`config.mk`:
```
export PLATFORM = sky130hd
export DESIGN_NAME = rtcc_regs
export DESIGN_NICKNAME = d
export VERILOG_FILES = /design/src/logic/rtcc_pkg.sv /design/src/logic/rtcc_regs.sv
export SDC_FILE = /design/constraint.sdc
export NUM_CORES = 1
export LEC_CHECK = 0
export BUFFER_PORTS_ARGS = -buffer_cell sky130_fd_sc_hd__buf_2
export CAP_MARGIN = 5
export CORE_MARGIN = 10
export CORE_UTILIZATION = 64
export CTS_CLUSTER_SIZE = 40
export DETAILED_ROUTE_END_ITERATION = 7
export PLACE_DENSITY = 0.89
export SLEW_MARGIN = 20
export SYNTH_ARGS = -nofsm -noshare
export SYNTH_HDL_FRONTEND = slang
export SYNTH_SLANG_ARGS = --single-unit
```
`constraint.sdc`:
```
create_clock -name mclk -period 5.7 [get_ports mclk]
set_clock_uncertainty 0.1 [all_clocks]
set_input_delay 0.285 -clock mclk [delete_from_list [all_inputs] [get_ports mclk]]
set_output_delay 0.285 -clock mclk [all_outputs]
set_load 0.01 [all_outputs]
```
`src/logic/rtcc_pkg.sv`:
```
// register map, field layout and types of the counter and calendar block
package rtcc_pkg;
   localparam logic [7:0] OFS_CTRL = 8'h00;
   localparam logic [7:0] OFS_FLAGS = 8'h08;
   localparam logic [7:0] OFS_STATUS = 8'h0C;
   localparam logic [7:0] OFS_COUNT = 8'h10;
   localparam logic [7:0] OFS_PERIOD = 8'h14;
   localparam logic [7:0] OFS_COMPARE = 8'h18;

   localparam logic [31:0] COUNT_RESET = 32'h0000_0000;
   localparam logic [15:0] PERIOD_RESET = 16'h0000;
   localparam logic [31:0] COMPARE_RESET = 32'h0000_0000;

   // control register bits
   localparam int CTRL_MODE_LSB = 0;
   localparam int CTRL_TWELVE = 2;
   localparam int CTRL_CLEAR_ON_MATCH = 3;
   localparam int CTRL_WPROT = 4;
   // flag and status register bits
   localparam int FLAG_MATCH = 0;
   localparam int FLAG_WRAP = 7;
   localparam int STATUS_BUSY = 0;

   // calendar field positions
   localparam int SEC_LSB = 0;
   localparam int MIN_LSB = 6;
   localparam int HOUR_LSB = 12;
   localparam int DAY_LSB = 17;
   localparam int MONTH_LSB = 22;
   localparam int YEAR_LSB = 26;
   localparam logic [5:0] SEC_MAX = 6'h3B;
   localparam logic [4:0] HOUR24_MAX = 5'h17;
   localparam logic [3:0] HOUR12_MAX = 4'hC;
   localparam logic [3:0] MONTH_MAX = 4'hC;

   // bus clock cycles taken to move a write into the counter logic
   localparam logic [3:0] SYNC_CYCLES = 4'h3;

   typedef enum logic [1:0] {
      counter32_mode,
      counter16_mode,
      calendar_mode,
      reserved_mode
   } rtcc_mode_t;

   typedef struct packed {
      logic write_protect;
      logic clear_on_match;
      logic twelve_hour_select;
      rtcc_mode_t mode;
   } rtcc_ctrl_t;

   typedef struct packed {
      logic [7:0] addr;
      logic [31:0] data;
   } rtcc_sync_req_t;
endpackage

```
`src/logic/rtcc_regs.sv`:
```
// counter, calendar, period and compare registers behind an APB slave
// Operation
// RULE1 - 32-bit mode: counter is one 32-bit RW word at 0x10, reset zero
// RULE2 - 16-bit mode: counter is 16-bit RW at 0x10, reset zero
// RULE3 - counter writes are synchronized and refused under write protection
// RULE4 - calendar year is 6 bits at 31:26, offset from software year
// RULE5 - leap year when the two low year bits are zero
// RULE6 - month is 4 bits at 25:22, 1 is January, 12 December
// RULE7 - day is 5 bits at 21:17, 1 up to month length
// RULE8 - 24-hour form: hour bits 16:12 hold 0 to 23
// RULE9 - 12-hour form: low nibble 1 to 12, hour bit 4 is PM
// RULE10 - minute is 6 bits at 11:6, 0 to 59
// RULE11 - second is 6 bits at 5:0, 0 to 59
// RULE12 - 16-bit period at 0x14, protected, synchronized, reset zero
// RULE13 - 32-bit compare at 0x18; match sets compare flag next tick
// RULE14 - clear-on-match resets 32-bit counter on match, else keeps counting
// RULE15 - writing one clears a flag, writing zero leaves it
// RULE16 - overflow sets wrap flag on the next counter tick
// RULE17 - sync busy rises when a sync starts, falls when it completes
// RULE18 - 16-bit counter wraps to zero after period and flags wrap
// RULE19 - calendar carries seconds through minutes, hours, days, months, years
//
// Our own choice: the APB interface to the registers.
`timescale 1ns/1ps
module rtcc_regs
(
   input wire logic mclk,
   input wire logic rstn,
   input wire logic counter_tick,
   input wire logic psel,
   input wire logic penable,
   input wire logic pwrite,
   input wire logic [7:0] paddr,
   input wire logic [31:0] pwdata,
   output logic [31:0] prdata,
   output logic pready,
   output logic pslverr,
   output logic compare_match_flag,
   output logic wrap_flag,
   output logic sync_in_progress
);
   rtcc_pkg::rtcc_ctrl_t ctrl;
   rtcc_pkg::rtcc_sync_req_t pend;
   logic [31:0] count;
   logic [15:0] period_value;
   logic [31:0] compare_value_32;
   logic [3:0] sync_cnt;
   logic [31:0] next_count;
   logic [31:0] rd_val;
   logic access, wr_done, sync_reg, mapped, stall, apply;
   logic match32, wrap16, overflow32;

   function automatic logic [4:0] month_days(input logic [3:0] m,
                                             input logic leap);
      case (m)
         4'h2: month_days = leap ? 5'h1D : 5'h1C; // RULE5
         4'h4, 4'h6, 4'h9, 4'hB: month_days = 5'h1E;
         default: month_days = 5'h1F;
      endcase
   endfunction

   // one second step of the packed calendar word
   function automatic logic [31:0] cal_next(input logic [31:0] v,
                                            input logic twelve);
      logic [5:0] sec, mnt, yr;
      logic [4:0] hr, dy;
      logic [3:0] mo, lo;
      logic c;
      sec = v[rtcc_pkg::SEC_LSB +: 6]; // RULE11
      mnt = v[rtcc_pkg::MIN_LSB +: 6]; // RULE10
      hr = v[rtcc_pkg::HOUR_LSB +: 5];
      dy = v[rtcc_pkg::DAY_LSB +: 5]; // RULE7
      mo = v[rtcc_pkg::MONTH_LSB +: 4]; // RULE6
      yr = v[rtcc_pkg::YEAR_LSB +: 6]; // RULE4
      c = 1'b0;
      lo = hr[3:0];
      if (sec >= rtcc_pkg::SEC_MAX) // RULE19
      begin
         sec = 6'h00;
         c = 1'b1;
      end
      else
         sec = sec + 6'h01;
      if (c)
      begin
         c = (mnt >= rtcc_pkg::SEC_MAX);
         mnt = c ? 6'h00 : mnt + 6'h01;
      end
      if (c && !twelve) // RULE8
      begin
         c = (hr >= rtcc_pkg::HOUR24_MAX);
         hr = c ? 5'h00 : hr + 5'h01;
      end
      else if (c) // RULE9
      begin
         c = 1'b0;
         if (lo >= rtcc_pkg::HOUR12_MAX)
            lo = 4'h1;
         else if (lo == rtcc_pkg::HOUR12_MAX - 4'h1)
         begin
            lo = rtcc_pkg::HOUR12_MAX;
            c = hr[4];
            hr[4] = ~hr[4];
         end
         else
            lo = lo + 4'h1;
         hr[3:0] = lo;
      end
      if (c)
      begin
         c = (dy >= month_days(mo, yr[1:0] == 2'b00));
         dy = c ? 5'h01 : dy + 5'h01;
      end
      if (c)
      begin
         c = (mo >= rtcc_pkg::MONTH_MAX);
         mo = c ? 4'h1 : mo + 4'h1;
      end
      if (c)
         yr = yr + 6'h01;
      cal_next = {yr, mo, dy, hr, mnt, sec};
   endfunction

   assign access = psel & penable;
   assign wr_done = access & pready & pwrite;
   assign sync_reg = (paddr == rtcc_pkg::OFS_COUNT)
      || (paddr == rtcc_pkg::OFS_PERIOD)
      || (paddr == rtcc_pkg::OFS_COMPARE);
   assign mapped = sync_reg || (paddr == rtcc_pkg::OFS_CTRL)
      || (paddr == rtcc_pkg::OFS_FLAGS) || (paddr == rtcc_pkg::OFS_STATUS);
   // a synchronized write waits while an earlier one is in flight
   assign stall = sync_reg & pwrite & sync_in_progress;
   assign apply = sync_in_progress && (sync_cnt == 4'h0);
   assign match32 = (ctrl.mode == rtcc_pkg::counter32_mode)
      && (count == compare_value_32);
   assign wrap16 = (ctrl.mode == rtcc_pkg::counter16_mode)
      && (count[15:0] == period_value);
   assign overflow32 = (ctrl.mode == rtcc_pkg::counter32_mode)
      && (count == 32'hFFFF_FFFF);

   always_comb
   begin
      rd_val = 32'h0000_0000;
      case (paddr)
         rtcc_pkg::OFS_CTRL: rd_val[4:0] = ctrl;
         rtcc_pkg::OFS_FLAGS:
         begin
            rd_val[rtcc_pkg::FLAG_MATCH] = compare_match_flag;
            rd_val[rtcc_pkg::FLAG_WRAP] = wrap_flag;
         end
         rtcc_pkg::OFS_STATUS: rd_val[rtcc_pkg::STATUS_BUSY] = sync_in_progress;
         rtcc_pkg::OFS_COUNT:
            if (ctrl.mode == rtcc_pkg::counter16_mode)
               rd_val[15:0] = count[15:0]; // RULE2
            else
               rd_val = count; // RULE1
         rtcc_pkg::OFS_PERIOD: rd_val[15:0] = period_value;
         rtcc_pkg::OFS_COMPARE: rd_val = compare_value_32;
         default: rd_val = 32'h0000_0000;
      endcase
   end

   // bus answer one cycle into the access phase
   always_ff @(posedge mclk)
   begin
      if (!rstn)
      begin
         pready <= 1'b0;
         pslverr <= 1'b0;
         prdata <= 32'h0000_0000;
      end
      else
      begin
         pready <= access & ~pready & ~stall;
         pslverr <= access & ~pready & ~stall & ~mapped;
         prdata <= (access & ~pwrite & ~pready) ? rd_val : 32'h0000_0000;
      end
   end

   always_ff @(posedge mclk)
   begin
      if (!rstn)
         ctrl <= '0;
      else if (wr_done && paddr == rtcc_pkg::OFS_CTRL)
         ctrl <= pwdata[4:0];
   end

   // synchronized write path into the counter logic
   always_ff @(posedge mclk)
   begin
      if (!rstn)
      begin
         sync_in_progress <= 1'b0;
         sync_cnt <= 4'h0;
         pend <= '0;
      end
      else if (wr_done && sync_reg && !ctrl.write_protect) // RULE3
      begin
         sync_in_progress <= 1'b1; // RULE17
         sync_cnt <= rtcc_pkg::SYNC_CYCLES - 4'h1;
         pend <= {paddr, pwdata};
      end
      else if (apply)
         sync_in_progress <= 1'b0; // RULE17
      else if (sync_in_progress)
         sync_cnt <= sync_cnt - 4'h1;
   end

   always_ff @(posedge mclk)
   begin
      if (!rstn)
      begin
         period_value <= rtcc_pkg::PERIOD_RESET;
         compare_value_32 <= rtcc_pkg::COMPARE_RESET;
      end
      else if (apply && pend.addr == rtcc_pkg::OFS_PERIOD)
         period_value <= pend.data[15:0]; // RULE12
      else if (apply && pend.addr == rtcc_pkg::OFS_COMPARE)
         compare_value_32 <= pend.data; // RULE13
   end

   always_comb
   begin
      next_count = count;
      case (ctrl.mode)
         rtcc_pkg::counter32_mode:
            if (match32 && ctrl.clear_on_match)
               next_count = 32'h0000_0000; // RULE14
            else
               next_count = count + 32'h0000_0001;
         rtcc_pkg::counter16_mode:
            if (wrap16)
               next_count = 32'h0000_0000; // RULE18
            else
               next_count = {16'h0000, count[15:0] + 16'h0001};
         rtcc_pkg::calendar_mode:
            next_count = cal_next(count, ctrl.twelve_hour_select); // RULE19
         default: next_count = count;
      endcase
   end

   always_ff @(posedge mclk)
   begin
      if (!rstn)
         count <= rtcc_pkg::COUNT_RESET; // RULE1 RULE2
      else if (apply && pend.addr == rtcc_pkg::OFS_COUNT)
         count <= pend.data; // RULE3
      else if (counter_tick)
         count <= next_count;
   end

   // flags: a set in the clearing cycle wins
   always_ff @(posedge mclk)
   begin
      if (!rstn)
      begin
         compare_match_flag <= 1'b0;
         wrap_flag <= 1'b0;
      end
      else
      begin
         compare_match_flag <= (compare_match_flag & ~(wr_done
            && paddr == rtcc_pkg::OFS_FLAGS
            && pwdata[rtcc_pkg::FLAG_MATCH])) // RULE15
            | (counter_tick & match32); // RULE13
         wrap_flag <= (wrap_flag & ~(wr_done
            && paddr == rtcc_pkg::OFS_FLAGS
            && pwdata[rtcc_pkg::FLAG_WRAP])) // RULE15
            | (counter_tick & (wrap16 | overflow32)); // RULE16
      end
   end

   property p_reset_count;
      @(posedge mclk) !rstn |=> count == 32'h0000_0000;
   endproperty
   a_reset_count: assert property (p_reset_count) // RULE1
      else $error("counter not zero after reset");

   property p_match_flag;
      @(posedge mclk) disable iff (!rstn)
         counter_tick && match32 |=> compare_match_flag;
   endproperty
   a_match_flag: assert property (p_match_flag) // RULE13
      else $error("compare flag missed on match");

   property p_match_clear;
      @(posedge mclk) disable iff (!rstn)
         counter_tick && match32 && ctrl.clear_on_match && !apply
         |=> count == 32'h0000_0000;
   endproperty
   a_match_clear: assert property (p_match_clear) // RULE14
      else $error("counter not cleared on match");

   property p_match_run;
      @(posedge mclk) disable iff (!rstn)
         counter_tick && match32 && !ctrl.clear_on_match && !apply
         |=> count == $past(count) + 32'h0000_0001;
   endproperty
   a_match_run: assert property (p_match_run) // RULE14
      else $error("counter stopped on match without clear");

   property p_wrap16;
      @(posedge mclk) disable iff (!rstn)
         counter_tick && wrap16 && !apply
         |=> count == 32'h0000_0000 && wrap_flag;
   endproperty
   a_wrap16: assert property (p_wrap16) // RULE18
      else $error("16-bit counter did not wrap at period");

   property p_overflow32;
      @(posedge mclk) disable iff (!rstn)
         counter_tick && overflow32 |=> wrap_flag;
   endproperty
   a_overflow32: assert property (p_overflow32) // RULE16
      else $error("wrap flag missed on overflow");

   property p_sync_busy;
      @(posedge mclk) disable iff (!rstn)
         wr_done && sync_reg && !ctrl.write_protect
         |=> sync_in_progress [*3] ##1 !sync_in_progress;
   endproperty
   a_sync_busy: assert property (p_sync_busy) // RULE17
      else $error("sync busy window wrong length");

   property p_protect;
      @(posedge mclk) disable iff (!rstn)
         wr_done && sync_reg && ctrl.write_protect && !sync_in_progress
         |=> !sync_in_progress;
   endproperty
   a_protect: assert property (p_protect) // RULE3
      else $error("protected write started a sync");

   property p_w1c;
      @(posedge mclk) disable iff (!rstn)
         wr_done && paddr == rtcc_pkg::OFS_FLAGS
         && pwdata[rtcc_pkg::FLAG_WRAP] && !counter_tick
         |=> !wrap_flag;
   endproperty
   a_w1c: assert property (p_w1c) // RULE15
      else $error("wrap flag not cleared by one");

   property p_sec_roll;
      @(posedge mclk) disable iff (!rstn)
         counter_tick && ctrl.mode == rtcc_pkg::calendar_mode && !apply
         && count[5:0] == rtcc_pkg::SEC_MAX
         |=> count[5:0] == 6'd0 && count[11:6] != $past(count[11:6]);
   endproperty
   a_sec_roll: assert property (p_sec_roll) // RULE11
      else $error("seconds did not roll into minutes");

   property p_period_apply;
      @(posedge mclk) disable iff (!rstn)
         apply && pend.addr == rtcc_pkg::OFS_PERIOD
         |=> period_value == $past(pend.data[15:0]);
   endproperty
   a_period_apply: assert property (p_period_apply) // RULE12
      else $error("period not loaded after sync");
endmodule

```
-- Word level (Yosys, flattened, before mapping)
Index checks and enable logic that the tools add are counted.
W data, S select, Z words.
- $add $sub $neg: 10
- order comparisons: 6
- eq/ne operators: 27
- mux-type cells: 49
- bitwise logic cells: 27
- reduce and logical (&&, ||, !) cells: 43
- operator list (kind ; count):
    $mux W32 ; 3
    $pmux W32 S3 ; 1
    $eq A8 B5 Y1 const B ; 6
    $mux W5 ; 7
    $add A32 B1 Y32 const B ; 1
    $eq A32 B32 Y1 ; 1
    $eq A32 B32 Y1 const B ; 1
    $mux W16 ; 2
    $pmux W16 S2 ; 1
    $mux W6 ; 4
    $pmux W8 S3 ; 1
    $add A6 B1 Y6 const B ; 3
    $mux W1 ; 18
    $add A16 B1 Y16 const B ; 1
    $eq A16 B16 Y1 ; 1
    $eq A8 B4 Y1 const B ; 2
    $mux W4 ; 4
    $pmux W4 S4 ; 1
    $logic_and A1 B1 Y1 ; 15
    $reduce_and A3 Y1 ; 5
    $and A1 B1 Y1 ; 14
    $eq A4 B4 Y1 const B ; 3
    $ge A6 B6 Y1 const B ; 2
    $ne A3 B3 Y1 const B ; 4
    other kinds (30) ; 61
- bits in registers: 166
- output and inout port bits: 37

-- Logic depth before layout (Yosys ltp)
- depth in word-level cells: 19
- mapped depth: 14

-- Worst setup path after synthesis
No wires, ideal clock.
- kind: reg2reg
- start: register count[22]
- end: register count[25]
- arrival time: 2666 ps
- required time: 5483 ps
- slack: 2817 ps
- stages on the path, launching flop included: 15
- path buffers: 1
- period minus slack after synthesis: 2883 ps
- cells stage by stage: dfxtp_1 > clkbuf_1 > inv_1 > ha_1 > o21ai_0 > a21oi_1 > nor2_1 > ha_1 > nand2b_1 > a21oi_1 > nand2b_1 > o21ai_0 > a21oi_1 > nor2_1 > a32o_1
- cells in the longest elaborated chain, start to end: 10
- elaborated cells on any way between the ends: 26
- RTL lines (item ; RTL line ; source):
    start: declaration ; rtcc_regs.sv:44 ; logic [31:0] count;
    start signal: assignment ; rtcc_regs.sv:245 ; count <= rtcc_pkg::COUNT_RESET;
    start signal: assignment ; rtcc_regs.sv:247 ; count <= pend.data;
    start signal: assignment ; rtcc_regs.sv:249 ; count <= next_count;
    $eq A4 B3 Y1 / $eq A4 B4 Y1 (equally long branches) ; rtcc_regs.sv:55 ; case (m)
    $reduce_or A4 Y1 ; rtcc_regs.sv:55 ;
    $pmux W2 S2 ; rtcc_regs.sv:55 ;
    $mux W5 ; rtcc_regs.sv:109 ; if (c)
    $mux W5 ; rtcc_regs.sv:225 ; case (ctrl.mode)
    $ge A5 B5 Y1 ; rtcc_regs.sv:111 ; c = (dy >= month_days(mo, yr[1:0] == 2'b00));
    $mux W1 ; rtcc_regs.sv:109 ;
    $mux W1 ; rtcc_regs.sv:225 ;
    $ne A3 B3 Y1 (no line) ; - ;
    $reduce_and A3 Y1 (no line) ; - ;
Several ways; a longest one is shown, not always the timed one. The select of a mux whose other input is x is not followed.
A chain may end at the register's enable or synchronous reset.

-- Final worst setup path
- start: register count[22]
- end: register count[29]
- cells in the longest elaborated chain, start to end: 12
- elaborated cells on any way between the ends: 25
- RTL lines (item ; RTL line ; source):
    $eq A4 B3 Y1 / $eq A4 B4 Y1 (equally long branches) ; rtcc_regs.sv:55 ;
    $reduce_or A4 Y1 ; rtcc_regs.sv:55 ;
    $pmux W2 S2 ; rtcc_regs.sv:55 ;
    $mux W5 ; rtcc_regs.sv:109 ;
    $mux W5 ; rtcc_regs.sv:225 ;
    $ge A5 B5 Y1 ; rtcc_regs.sv:111 ;
    $mux W1 ; rtcc_regs.sv:109 ;
    $mux W1 ; rtcc_regs.sv:225 ;
    $mux W1 ; rtcc_regs.sv:114 ; if (c)
    $mux W1 ; rtcc_regs.sv:225 ;
    $ne A3 B3 Y1 (no line) ; - ;
    $reduce_and A3 Y1 (no line) ; - ;
Several ways; a longest one is shown, not always the timed one. The select of a mux whose other input is x is not followed.

==> results.toml <==
[outcome]
outcome = "finished, final reports clean"

[routing]
initialDrtViolationCount = 1261
number_of_iterations_in_the_first_detailed_routing_pass = 6
detail_route.drc_violations = 0
dr_total_vias = 8497
route.detailed.vias_per_inst = 6.491
final_antenna_net_count = 0
wirelength_mm = 25.42
avgRoutedWirePerCell_um = 19.42

[setup_path]
largest_driver_fanout_on_the_critical_path = 8
cp_data_arrival_time_ns = 3.61
worst_setup_path_end_kind = "flip-flop"
cp_num_buf_inv = 1
crit_required_ns = 5.99
worstSetupPathType = "reg2reg"
critPathLaunchType = "flip-flop"
critical-path-max-stage-delay_ns = 0.59
worst_path_max_delay_cell = "o32ai_2"
crit_chain = "inv_1 > ha_1 > o21ai_0 > a21oi_1 > nor2_1 > ha_1 > nand2b_1 > a21oi_1 > nand2b_1 > o32ai_2 > nand2_1 > a2111oi_0 > o21a_1"
timing.critical_path.max_delay_family = "compound AO/OA/AOI/OAI gates"

[synthesis]
synth.cells.most_frequent = "dfxtp_1 (166), nand2_1 (139), nor2_1 (134), a21oi_1 (84), mux2i_1 (58)"
asyncSetResetFlopFracSynth_pct = 0
synth_enable_flop_cells = 0
yosysMostFrequentCell = "dfxtp_1"
top_cell_type_s_share_of_synthesized_area_pct = 37.82
netlist_area_um2 = 8787
synth_nets = 1133
yosysTopAreaCell = "dfxtp_1"
syn_area_per_cell_um2 = 8.212
ys_ff_latch = 166
synth_warnings = 0
synth_cell_type_count = 83
synth_top_flop_cell = "dfxtp_1"
synth_cells = 1070
ys_seq_area_share_pct = 37.82
post_synth_main_area_contributors = "dfxtp_1 (38%), mux2i_1 (6.6%), nand2_1 (5.9%), nor2_1 (5.7%), a21oi_1 (4.8%)"

[sta]
timing_worst_slew_pin_value_ns = 1.126
timing.slew.headroom_pct = 24.68
finalSetupTns_ns = 0
setup_ws_ns = 2.382
whs_ns = 0.002179
hold_viol_final = 0
fmaxAchievable_mhz = 301.4
timing_max_transition_violations_final = 0
rsz0062_at_grt = "false"
total_of_endpoints_with_negative_setup_slack_in_the_final_report = 0
finalCriticalPeriod_ns = 3.318
post-route-period-util_pct = 58.22

[finish]
final_nets = 1184
area.growth.synth_to_final_pct = 12.94
post_route_cells_drive_above_1_share_pct = 13.33
num_antenna_cells = 0
fillers = 960

[grt]
overall_routing_resource_usage_pct = 27.34
grt_start_max_net_pins = 65
grt-ovfl-total = 0
antenna_found_initial = 0
grt_pass1_wl_mm = 41.56
number_of_global_route_vias_before_repair = 8011

[clock_network]
cts_sinks = 166
number_of_buffers_created_by_cts = 17
clock_root_buffer = "clkbuf_16"
max-clock-path-buffers = 2
post_cts.repair.setup_buffers = 0
cts.hold.buffers_added = 26
clock_tree_from_tritoncts = "done"
insertion_delay_ns = 0.44
htree_num_levels = 4
clk_pin_slew_worst_paths_ns = 0.07
post_cts.resized_instances = 0

[min_path]
timing.hold.worst.class = "in2reg"

[placement]
place_hpwl_mm = 16.71
port_buffers = 82
weighted_congestion_reported_at_the_end_of_routability_driven_placement = 0.9768
dp_slack_ns = 2.244

[power]
power_density_nw_per_um2 = 246.1
vdd.ir_drop.worst_v = 0.0002208
total_power_w = 0.002442
power.leakage_nw = 4.054

[floorplanning]
dieWidth_um = 137.2
floorplan.rows = 42
dieArea_um2 = 18820
die_height_um = 137.2
top_level_ports = 83
core-area_um2 = 13350
floorplan.initialDensity_pct = 65.83

[flow_run]
max_cap_viol_count = 0
[cells in the final DEF, fill, tap and decap left out, types with 8 or more instances in the layout]
cell	instances
a21oi_1	84
a22oi_1	25
a31oi_1	11
and2_1	8
and3_1	17
buf_2	82
buf_4	9
clkbuf_16	17
dfxtp_1	166
dlygate4sd3_1	26
ha_1	17
inv_1	20
mux2i_1	58
nand2_1	138
nand2b_1	13
nand3_1	37
nand4_1	18
nor2_1	134
nor3_1	13
o21ai_0	24
o21ai_1	8
xnor2_1	42
xor2_1	9
[through the flow]
stage	utilization (%)	cell area [µm²]	cells
floorplan	-	8787	1070
CTS	74.35	9925	1309
global placement	68.05	9084	1252
detailed placement	68.10	9090	1252
finish	74.35	9925	1309
global route	74.35	9925	1309
[final timing paths]
check	from	endpoint	slack (ns)	cells after the start
max reg2reg	count[22]	count[29]	2.38	13
max	count[22]	count[29]	2.38	13
min	pwdata[16]	pend[16]	0.002	3
min reg2reg	pend[36]	pend[36]	0.37	2
[cells by family after synthesis]
logic type / synth area share, %
buffers and inverters: 5.553
XOR/XNOR: 5.083
AO/OA/AOI/OAI: 18.38
flip-flops: 37.82
multiplexers: 7.119
adder cells (fa/ha/maj): 2.421
AND/OR/NAND/NOR: 23.62
[tightest hold or removal path, stage by stage]
cell	delay [ns]
buf_2	0.10
nand2_1	0.06
a21oi_1	0.05
[per-layer routing]
metal  global-route usage (%)  wire length [µm]  vias up
li1                         -                 -     3873
met1                    35.83             10450     4008
met2                    43.05             11780      539
met3                    5.681              2429       77
met4                    11.07               764        0
met5                        0                 0        -
[cell type report]
| cell class | count | area (µm²) | share of cell area [%] |
|---|---|---|---|
| multi-input cells | 798 | 4990 | 50.28 |
| well taps | 176 | 220.2 | 2.219 |
| flip-flops and latches | 166 | 3323 | 33.48 |
| clock buffers | 20 | 446.7 | 4.501 |
| inverters | 21 | 78.83 | 0.7943 |
| repair buffers | 117 | 738.2 | 7.438 |
| clock inverters | 11 | 127.6 | 1.286 |
[power breakdown]
part	leakage, nW	total, W	switching (W)	internal, W
clock network	0.284	0.00114	0.000484	0.000656
logic	2.43	0.000125	0.0000723	0.0000530
registers	1.34	0.00118	0.0000124	0.00117
[sequential cells by signal (all words and copies together) (netlist names)]
signal              count
compare_value_32       32
pend                   40
sync_in_progress        1
pready                  1
period_value           16
prdata                 32
sync_cnt                4
ctrl                    5
pslverr                 1
compare_match_flag      1
wrap_flag               1
count                  32
Note: power is estimated with default switching activity, not from simulation.
